**config.mk**
```make
export PLATFORM = sky130hd
export DESIGN_NAME = aphs_host_seq
export DESIGN_NICKNAME = d
export VERILOG_FILES = /design/src/core/aphs_pkg.sv /design/src/core/aphs_clk_gen.sv /design/src/core/aphs_host_seq.sv
export SDC_FILE = /design/constraint.sdc
export NUM_CORES = 1
export LEC_CHECK = 0
export BUFFER_PORTS_ARGS = -buffer_cell sky130_fd_sc_hd__buf_2
export CORE_MARGIN = 5
export CORE_UTILIZATION = 45
export DETAILED_ROUTE_END_ITERATION = 12
export PLACE_DENSITY = 0.68
export SLEW_MARGIN = 20
export SYNTH_ARGS = -nofsm -noshare
export SYNTH_HDL_FRONTEND = slang
export SYNTH_HIERARCHICAL = 1
export SYNTH_SLANG_ARGS = --single-unit
```
**constraint.sdc**
```tcl
create_clock -name mclk_in -period 2.55 [get_ports mclk_in]
set_input_delay 0.1275 -clock mclk_in [delete_from_list [all_inputs] [get_ports mclk_in]]
set_output_delay 0.1275 -clock mclk_in [all_outputs]
set_load 0.005 [all_outputs]
```
**src/core/aphs_pkg.sv**
```systemverilog
/*
  Shared constants for the parallel host sequencer of the converter.
  Assumes a single 40 MHz clock and a synchronous active-high reset.
*/
package aphs_pkg;
  localparam int unsigned CLK_PERIOD_PS     = 25000;
  localparam int unsigned DATA_WIDTH        = 12;
  localparam int unsigned CTRL_WIDTH        = 8;
  localparam int unsigned RD_FLAG_MAX_NS    = 120;
  localparam int unsigned RD_FLAG_CYCLES    = (RD_FLAG_MAX_NS * 1000) / CLK_PERIOD_PS;
  localparam int unsigned RELEASE_MAX_NS    = 70;
  localparam int unsigned RELEASE_CYCLES    = (RELEASE_MAX_NS * 1000) / CLK_PERIOD_PS;
  localparam int unsigned INT_CLK_FREQ_KHZ  = 1560;
  localparam int unsigned INT_CLK_DIV       = (40000 + INT_CLK_FREQ_KHZ - 1) / INT_CLK_FREQ_KHZ;
  localparam int unsigned ACQ_CONV_CLOCKS   = 6;
  localparam int unsigned CONV_CLOCKS       = 12;
  localparam int unsigned PWR_HI_POS        = 7;
  localparam int unsigned PWR_LO_POS        = 6;
  localparam int unsigned ACQ_SEL_POS       = 5;
  localparam int unsigned RANGE_POS         = 4;
  localparam int unsigned POLARITY_POS      = 3;
  localparam int unsigned CHAN_MSB_POS      = 2;
  localparam logic [7:0]  CTRL_RESET        = 8'h00;
  localparam logic [11:0] RESULT_RESET      = 12'h000;
  localparam logic [1:0]  PWR_NORMAL_EXT    = 2'h0;
  localparam logic [1:0]  PWR_NORMAL_INT    = 2'h1;
  localparam logic [1:0]  PWR_STANDBY       = 2'h2;
  localparam logic [1:0]  PWR_FULL          = 2'h3;

  typedef enum logic [1:0] {
    SEQ_IDLE,
    SEQ_ACQ_INT,
    SEQ_ACQ_EXT,
    SEQ_CONVERT
  } aphs_state_type;
endpackage : aphs_pkg

```
**src/core/aphs_clk_gen.sv**
```systemverilog
/*
  Conversion clock tick source: picks the host clock pin edges or an internal divider.
  Assumes the clock pin is already synchronous to mclk_in.
*/
module aphs_clk_gen
  import aphs_pkg::*;
(
  input  wire logic mclk_in,
  input  wire logic rst_in,
  input  wire logic int_clk_sel_in,
  input  wire logic conv_clk_pin_in,
  output logic      tick_out
);
  import aphs_pkg::*;

  logic [7:0] div_reg;
  logic       pin_reg;

  always_ff @(posedge mclk_in) begin
    if (rst_in) begin
      div_reg <= 8'h00;
      // Taken as high so that a pin already high at release is not seen as a rising edge.
      pin_reg <= 1'b1;
    end else begin
      pin_reg <= conv_clk_pin_in;
      if (div_reg == 8'(INT_CLK_DIV - 1)) begin
        div_reg <= 8'h00;
      end else begin
        div_reg <= div_reg + 8'h01;
      end
    end
  end

  // Tick on each rising edge of the host clock, or on divider wrap.
  always_ff @(posedge mclk_in) begin
    if (rst_in) begin
      tick_out <= 1'b0;
    end else if (int_clk_sel_in) begin
      tick_out <= (div_reg == 8'(INT_CLK_DIV - 1));
    end else begin
      tick_out <= conv_clk_pin_in & ~pin_reg;
    end
  end
endmodule : aphs_clk_gen

```
**src/core/aphs_host_seq.sv**
```systemverilog
/*
  Parallel host interface and conversion sequencer of a 12-bit converter.
  Assumes host strobes are synchronous to mclk_in and the data bus is resolved outside.
*/
module aphs_host_seq
  import aphs_pkg::*;
(
  input  wire logic                  mclk_in,
  input  wire logic                  rst_in,
  input  wire logic                  chip_sel_n_in,
  input  wire logic                  wr_n_in,
  input  wire logic                  rd_n_in,
  input  wire logic                  conv_clk_pin_in,
  input  wire logic [DATA_WIDTH-1:0] data_bus_lines_in,
  input  wire logic [DATA_WIDTH-1:0] sar_result_in,
  output logic [DATA_WIDTH-1:0]      data_bus_lines_out,
  output logic                       data_bus_lines_oe_out,
  output logic                       done_n_out,
  output logic                       tracking_out,
  output logic                       converting_out,
  output logic                       int_clk_sel_out,
  output logic                       standby_powerdown_out,
  output logic                       full_powerdown_out,
  output logic                       range_sel_out,
  output logic                       polarity_sel_out,
  output logic [2:0]                 channel_sel_out
);
  import aphs_pkg::*;

  aphs_state_type          state_reg;
  logic [CTRL_WIDTH-1:0]   ctrl_reg;
  logic [DATA_WIDTH-1:0]   result_reg;
  logic [3:0]              tick_cnt_reg;
  logic                    wr_n_reg;
  logic                    rd_n_reg;
  logic                    tick;
  logic                    wr_rise;
  logic                    rd_fall;
  logic                    rd_rise;
  logic [1:0]              pwr_next;

  aphs_clk_gen u_clk_gen (
    .mclk_in         (mclk_in),
    .rst_in          (rst_in),
    .int_clk_sel_in  (int_clk_sel_out),
    .conv_clk_pin_in (conv_clk_pin_in),
    .tick_out        (tick)
  );

  // Write rises and read falls only count while chip select is low; read rises count at any time.
  always_ff @(posedge mclk_in) begin
    if (rst_in) begin
      wr_n_reg <= 1'b1;
      rd_n_reg <= 1'b1;
    end else begin
      wr_n_reg <= wr_n_in;
      rd_n_reg <= rd_n_in;
    end
  end
  assign wr_rise = ~chip_sel_n_in & wr_n_in & ~wr_n_reg;
  assign rd_fall = ~chip_sel_n_in & ~rd_n_in & rd_n_reg;
  assign rd_rise = rd_n_in & ~rd_n_reg;
  assign pwr_next = data_bus_lines_in[PWR_HI_POS:PWR_LO_POS];

  // Control byte; a second write in external acquisition only ends tracking.
  always_ff @(posedge mclk_in) begin
    if (rst_in) begin
      ctrl_reg        <= CTRL_RESET;
      int_clk_sel_out <= 1'b0;
    end else if (wr_rise && state_reg != SEQ_ACQ_EXT && state_reg != SEQ_CONVERT) begin
      ctrl_reg <= data_bus_lines_in[CTRL_WIDTH-1:0];
      if (pwr_next == PWR_NORMAL_EXT || pwr_next == PWR_NORMAL_INT) begin
        int_clk_sel_out <= (pwr_next == PWR_NORMAL_INT);
      end
    end
  end

  // Mode outputs are registered so that every pin comes straight from a flip-flop.
  always_ff @(posedge mclk_in) begin
    if (rst_in) begin
      standby_powerdown_out <= 1'b0;
      full_powerdown_out    <= 1'b0;
      range_sel_out         <= 1'b0;
      polarity_sel_out      <= 1'b0;
      channel_sel_out       <= 3'h0;
    end else begin
      standby_powerdown_out <= (ctrl_reg[PWR_HI_POS:PWR_LO_POS] == PWR_STANDBY);
      full_powerdown_out    <= (ctrl_reg[PWR_HI_POS:PWR_LO_POS] == PWR_FULL);
      range_sel_out         <= ctrl_reg[RANGE_POS];
      polarity_sel_out      <= ctrl_reg[POLARITY_POS];
      channel_sel_out       <= ctrl_reg[CHAN_MSB_POS:0];
    end
  end

  // Sequencer. A power-down write from SEQ_IDLE never starts a conversion, since the core is off.
  always_ff @(posedge mclk_in) begin
    if (rst_in) begin
      state_reg    <= SEQ_IDLE;
      tick_cnt_reg <= 4'h0;
    end else begin
      case (state_reg)
        SEQ_IDLE: begin
          tick_cnt_reg <= 4'h0;
          if (wr_rise && !pwr_next[1]) begin
            if (data_bus_lines_in[ACQ_SEL_POS]) begin
              state_reg <= SEQ_ACQ_EXT;
            end else begin
              state_reg <= SEQ_ACQ_INT;
            end
          end
        end
        SEQ_ACQ_INT: begin
          if (tick) begin
            if (tick_cnt_reg == 4'(ACQ_CONV_CLOCKS - 1)) begin
              tick_cnt_reg <= 4'h0;
              state_reg    <= SEQ_CONVERT;
            end else begin
              tick_cnt_reg <= tick_cnt_reg + 4'h1;
            end
          end
        end
        SEQ_ACQ_EXT: begin
          if (wr_rise) begin
            state_reg <= SEQ_CONVERT;
          end
        end
        SEQ_CONVERT: begin
          if (tick) begin
            if (tick_cnt_reg == 4'(CONV_CLOCKS - 1)) begin
              tick_cnt_reg <= 4'h0;
              state_reg    <= SEQ_IDLE;
            end else begin
              tick_cnt_reg <= tick_cnt_reg + 4'h1;
            end
          end
        end
        default: state_reg <= SEQ_IDLE;
      endcase
    end
  end

  always_ff @(posedge mclk_in) begin
    if (rst_in) begin
      tracking_out   <= 1'b0;
      converting_out <= 1'b0;
    end else begin
      tracking_out   <= (state_reg == SEQ_ACQ_INT) || (state_reg == SEQ_ACQ_EXT);
      converting_out <= (state_reg == SEQ_CONVERT);
    end
  end

  logic conv_done;
  assign conv_done = (state_reg == SEQ_CONVERT) && tick && (tick_cnt_reg == 4'(CONV_CLOCKS - 1));

  // Result latch and completion flag; completion wins over a read in the same cycle.
  always_ff @(posedge mclk_in) begin
    if (rst_in) begin
      result_reg <= RESULT_RESET;
      done_n_out <= 1'b1;
    end else if (conv_done) begin
      result_reg <= sar_result_in;
      done_n_out <= 1'b0;
    end else if (rd_fall) begin
      done_n_out <= 1'b1;
    end
  end

  // Bus drive: on one cycle after a falling read, off one cycle after the rise.
  always_ff @(posedge mclk_in) begin
    if (rst_in) begin
      data_bus_lines_out    <= RESULT_RESET;
      data_bus_lines_oe_out <= 1'b0;
    end else begin
      data_bus_lines_out <= result_reg;
      if (chip_sel_n_in || rd_rise) begin
        data_bus_lines_oe_out <= 1'b0;
      end else if (rd_fall) begin
        data_bus_lines_oe_out <= 1'b1;
      end
    end
  end

  a_read_clears_flag: assert property (@(posedge mclk_in) disable iff (rst_in)
    rd_fall && !conv_done |=> done_n_out) else $error("flag not cleared by read");
  a_done_sets_flag: assert property (@(posedge mclk_in) disable iff (rst_in)
    conv_done |=> !done_n_out && result_reg == $past(sar_result_in)) else $error("flag not set");
  a_read_drives_bus: assert property (@(posedge mclk_in) disable iff (rst_in)
    rd_fall |=> data_bus_lines_oe_out) else $error("bus not driven on read");
  a_release_bus: assert property (@(posedge mclk_in) disable iff (rst_in)
    rd_rise |=> !data_bus_lines_oe_out) else $error("bus not released");
  a_cs_high_idle: assert property (@(posedge mclk_in) disable iff (rst_in)
    chip_sel_n_in |=> !data_bus_lines_oe_out) else $error("bus driven with chip select high");
  a_int_acq_start: assert property (@(posedge mclk_in) disable iff (rst_in)
    state_reg == SEQ_IDLE && wr_rise && !pwr_next[1] && !data_bus_lines_in[ACQ_SEL_POS]
    |=> state_reg == SEQ_ACQ_INT) else $error("internal acquisition not started");
  a_pd_no_start: assert property (@(posedge mclk_in) disable iff (rst_in)
    state_reg == SEQ_IDLE && wr_rise && pwr_next[1]
    |=> state_reg == SEQ_IDLE) else $error("power-down write started a conversion");
  a_ext_acq_hold: assert property (@(posedge mclk_in) disable iff (rst_in)
    state_reg == SEQ_ACQ_EXT && !wr_rise |=> state_reg == SEQ_ACQ_EXT) else $error("tracking ended early");
  a_ext_acq_end: assert property (@(posedge mclk_in) disable iff (rst_in)
    state_reg == SEQ_ACQ_EXT && wr_rise |=> state_reg == SEQ_CONVERT) else $error("second write ignored");
  a_acq_six_clocks: assert property (@(posedge mclk_in) disable iff (rst_in)
    state_reg == SEQ_ACQ_INT && tick && tick_cnt_reg == 4'(ACQ_CONV_CLOCKS - 1)
    |=> state_reg == SEQ_CONVERT) else $error("acquisition length wrong");
  a_result_stable: assert property (@(posedge mclk_in) disable iff (rst_in)
    !conv_done |=> $stable(result_reg)) else $error("result changed without conversion");

  c_int_conv: cover property (@(posedge mclk_in) state_reg == SEQ_ACQ_INT ##[1:400] conv_done);
  c_ext_conv: cover property (@(posedge mclk_in) state_reg == SEQ_ACQ_EXT ##[1:400] conv_done);
  c_read: cover property (@(posedge mclk_in) !done_n_out ##[1:50] rd_fall);
endmodule : aphs_host_seq

```
* Word level (Yosys, flattened, before mapping)
Index checks and enable logic that the tools add are counted.
** Word-level totals
- Output and inout bits :: 24
- Latch bits :: 0
- Memories kept :: 0
- Word-level logic and storage cells :: 84
- Memory bits (read-only) :: 0
- Bits in registers :: 62
- Input port bits :: 30
- Memory bits (writable) :: 0
** Cells by class
- Reduce and logical (&&, ||, !) cells :: 18
- Equality and inequality tests :: 17
- Multiply operators :: 0
- Div/mod/pow operators :: 0
- $add $sub $neg :: 2
- Shift-type cells :: 0
- Muxes and demuxes :: 16
- $lt $le $gt $ge :: 0
- Bitwise gates (word level) :: 11
** Operators with widths (count)
- 4-bit two-way mux :: 4
- 2-bit two-way mux :: 7
- 2-bit inequality test (second input constant) :: 6
- 4-bit one-hot mux with 3 select lines :: 1
- 8-bit by 1-bit adder with 8-bit output (second input constant) :: 1
- 2-bit == test (second input constant) :: 4
- 8-bit by 5-bit == test with 1-bit output (second input constant) :: 1
- 2-bit one-hot mux with 4 select lines :: 1
- 1-bit AND :: 6
- 6-bit AND reduction :: 1
- 1-bit logical AND :: 5
- 1-bit inverter :: 5
- 4-bit by 1-bit adder with 4-bit output (second input constant) :: 1
- 2-bit by 1-bit == test with 1-bit output (second input constant) :: 2
- 4-bit by 3-bit == test with 1-bit output (second input constant) :: 1
- 4-bit == test (second input constant) :: 1
- 2-bit zero test :: 2
- 2-bit by 1-bit inequality test with 1-bit output (second input constant) :: 2
- 2-bit OR reduction :: 2
- 1-bit logical OR :: 3
- 1-bit two-way mux :: 3
- 3-bit AND reduction :: 1
- 3-bit nonzero test :: 1
- 2-bit AND reduction :: 1
- 2 further kinds :: 2

* Logic depth before layout (Yosys ltp)
- Word-level depth :: 6
- Mapped depth :: 6
- Mapped depth without buffers :: 6

* Hierarchy
The synthesis kept the hierarchy.
** By module, submodules not included
- aphs_host_seq :: seq. area each 1021.0 µm², area each 1866.8 µm², instances 1, cells each 194
- aphs_clk_gen :: seq. area each 200.2 µm², area each 441.7 µm², instances 1, cells each 48

* Least setup slack after synthesis
Ideal clock, no wire load.
- Path kind :: register -> register
- Start :: register state_reg[1]
- End :: register tick_cnt_reg[3]
- Stages on the path, launching flop included :: 7
- Arrival :: 1.798 ns
- Path buffers :: 0
- Library setup time :: 0.074 ns
- Data required time :: 2.476 ns
- Clock period less this slack :: 1.872 ns
- Path slack :: 0.678 ns
- Path through :: dfxtp_1 -> inv_1 -> ha_1 -> and4bb_1 -> or3_4 -> or4_1 -> a31oi_1
** On the way
- Word-level cells in the longest chain between the ends :: 3
- Elaborated cells on any way between the ends :: 8
- Those cells by class :: eq/ne (4); mux (1); reduce/logical (3)
** RTL lines
- from (decl) :: line aphs_host_seq.sv:30 : aphs_state_type state_reg;
- from (signal assigned) :: line aphs_host_seq.sv:98 : state_reg <= SEQ_IDLE;
- from (signal assigned) :: line aphs_host_seq.sv:106 : state_reg <= SEQ_ACQ_EXT;
- from (signal assigned) :: line aphs_host_seq.sv:108 : state_reg <= SEQ_ACQ_INT;
- 2-bit == test (tied with other cells) :: line aphs_host_seq.sv:101 : case (state_reg)
- 2-bit by 1-bit inequality test with 1-bit output (no line) / 3-bit nonzero test (equally long branches)
- 3-bit AND reduction (no line)
- to (signal assigned) :: line aphs_host_seq.sv:118 : tick_cnt_reg <= tick_cnt_reg + 4'h1;
- to (signal assigned) :: line aphs_host_seq.sv:133 : tick_cnt_reg <= tick_cnt_reg + 4'h1;
- to (decl) :: line aphs_host_seq.sv:33 : logic [3:0] tick_cnt_reg;
Several ways; a longest one is shown, not always the timed one.
A chain may end at the register's enable or synchronous reset.

* Worst setup path in the final report
- Start :: input port chip_sel_n_in
- End :: register int_clk_sel_out
** On the way
- Word-level cells in the longest chain between the ends :: 6
** RTL lines
- from (decl) :: line aphs_host_seq.sv:10 : input wire logic chip_sel_n_in,
- 1-bit inverter :: line aphs_host_seq.sv:60 : assign wr_rise = ~chip_sel_n_in & wr_n_in & ~wr_n_reg;
- 1-bit AND (2 in series) :: line aphs_host_seq.sv:60
- 1-bit logical AND (2 in series) :: line aphs_host_seq.sv:70 : end else if (wr_rise && state_reg != SEQ_ACQ_EXT && state_reg != SEQ_CONVERT) begin
- 2-bit AND reduction (no line)
- to (signal assigned) :: line aphs_host_seq.sv:73 : int_clk_sel_out <= (pwr_next == PWR_NORMAL_INT);
- to (decl) :: line aphs_host_seq.sv:21 : output logic int_clk_sel_out,
No other way between the ends.

==> run metrics <==
Initial DRC Count=57; CTS tree=built; Worst-Skew Late Latency=0.33 ns; Die Ht=81.6 microns; Cell Rows=26; fraction of registers with async set/reset=0%; antenna cells=0; register area share after synthesis=52.9%; CP Class=in -> reg; IO Port Bufs=49; setup bufs post-CTS=0; Yosys cell types=42; crit start category=input pin; post-route cell area=0.00288 sq mm; Netlist Area Pre-Place=0.00231 sq mm; DRT Pass-1 Iters=4; gpl congestion=0.781; vias=1773; worst-path cell chain=dlygate4sd3_1, buf_2, or3b_1, or3_1, or3b_1, a21oi_1; maximum clock insertion buffer count=2; syn_nets=281; f_max=481 MHz; Mapped Cells=242; MaxCap Viol Count=0; WL final=4240 microns; Period minus WS final=2.08 ns; initial antenna violation count=0; nets=336; CORE AREA=0.00504 sq mm; Max-slew headroom=59.0%; total power=2.26 mW; status=complete, no violations; Die Area=0.00666 sq mm; r2r startpoint=state_reg[1]; Post-synth EDFFs=0; Clock Skew=0.00882 ns; cell mode on critical path=or3b_1; slew at the pin closest to its max-slew limit=0.615 ns; pin count of the biggest net entering global routing=38; number of top-level pins=54; Leak=1.24 nW; CP delay by family, top=simple AND/OR/NAND/NOR gates; total global routing overflow=0; VDD IR max=0.468 mV; CP max stage delay=0.55 ns; final period utilization=81.6%; crit path DAT=2.34 ns; worst hold path type=in -> reg; CP max stage cell=or3_1; fin cells=372; DIE WIDTH=81.6 microns; Min-Delay Startpoint=rd_n_in; share of cells above drive strength 1=24.2%; Synthesis Warnings=6; endpoints failing setup=0; H-tree depth=3; crit path from=chip_sel_n_in; fin. max-slew vios=0; vias in the first global route=1681; Fin Setup TNS=0 ns; clock-pin slew on the worst setup and hold paths=0.06 ns; Yosys reg bits=61; Initial Util=45.8%; Cell Pwr Density=787 mW/mm^2; Wirelength per Cell=11.4 microns; root buf cell=clkbuf_8; Req. time, crit path=2.81 ns; gr usage total=14.2%; Antenna Nets Post-Route=0; unrepaired setup endpoints after global routing=false; Avg Synthesized Cell Area=9.54 sq um; placed cells=353; Main synth FF type=dfxtp_1; Max FO, Critical Path=9; clock sink count=61; Buf/Inv on CP=2; first-pass GRT wire length=7160 microns; Final Hold Fails=0; Detailed Place HPWL=2950 microns; placed cell area=0.00261 sq mm; DR vias/cell=4.77; drt drc=0; area grow syn2layout=24.7%; cts bufs inserted=9; Setup crit end kind=flip-flop
[power breakdown]
part | leakage [nW] | internal [mW] | total, mW | switching (mW)
clock network | 0.121 | 0.675 | 1.02 | 0.344
logic | 0.630 | 0.109 | 0.237 | 0.128
registers | 0.494 | 0.984 | 1.01 | 0.0249
total | 1.24 | 1.77 | 2.26 | 0.496
[through the flow]
step                utilization, %  hold WS (ns)  setup slack, ns
floorplan                        -         0.197            0.678
global placement              51.7         0.327            0.595
detailed placement            51.7         0.329            0.555
CTS                           57.1       0.00244            0.462
global route                  57.1       0.00622            0.403
finish                        57.1        0.0157            0.469
[final timing paths]
| check | end | slack, ns | cells past startpoint |
|---|---|---|---|
| worst max-delay path | int_clk_sel_out | 0.47 | 6 |
| worst min-delay path | rd_n_reg | 0.02 | 2 |
| worst max register to register | tick_cnt_reg[3] | 0.53 | 6 |
| worst min register to register | standby_powerdown_out | 0.45 | 1 |
[layer usage]
metal	routed length (microns)	up-vias	track usage, %
li1	-	928	-
met1	1890	796	16.3
met2	1990	42	23.0
met3	291	7	6.80
met4	71	0	5.48
met5	0	-	0
[cells in the mapped netlist, types with 2 or more instances]
library cell / n / area, sq um
a21oi_1: 21 / 105
or3_1: 5 / 31.3
nand2_1: 34 / 128
clkbuf_1: 7 / 26.3
a41o_1: 2 / 20.0
or3b_1: 2 / 17.5
or4_1: 2 / 15.0
ha_1: 9 / 113
or2_2: 3 / 18.8
nor3_1: 2 / 10.0
nand2b_1: 5 / 31.3
inv_1: 6 / 22.5
mux2_2: 2 / 22.5
nand4_1: 2 / 12.5
nor2b_1: 20 / 125
o21ai_0: 8 / 40.0
nand3_1: 5 / 25.0
nor2_1: 17 / 63.8
dfxtp_1: 61 / 1220
mux2i_1: 7 / 70.1
[layout by cell type (no fill, tap or decap), types with 6 or more instances in the layout]
cell,synthesis,final
o21ai_0,8,8
dfxtp_1,61,61
inv_1,6,6
a21oi_1,21,21
buf_2,0,49
nor2_1,17,17
nor2b_1,20,20
clkbuf_8,0,10
mux2i_1,7,7
ha_1,9,9
nand2_1,34,34
[logic make-up (layout without fill, tap and decap cells)]
family	count (synthesis)	after routing	share of synthesized area, %
AOI/OAI and AO/OA	38	38	9.54
xor gates and xnor gates	1	1	0.379
adders and majority gates	9	9	4.88
buffers and inverters	15	75	2.76
DFF	61	61	52.9
muxes	9	9	4.01
and+or+nand+nor	109	109	25.5
[final cells by class]
class	instances	area, sq um
Clock buffer	12	145
Clock inverter	4	95.1
Fill cell	449	2160
Inverter	6	22.5
Multi-Input combinational cell	166	1020
Sequential cell	61	1220
Tap cell	70	87.6
Timing Repair Buffer	53	283
[timing repair]
action / in CTS / in global routing
hold buffers: 3 / 0
endpoints found under the hold margin: 3 / 0
gates resized for setup: 0 / 0
Note: power is estimated with default switching activity, not from simulation.
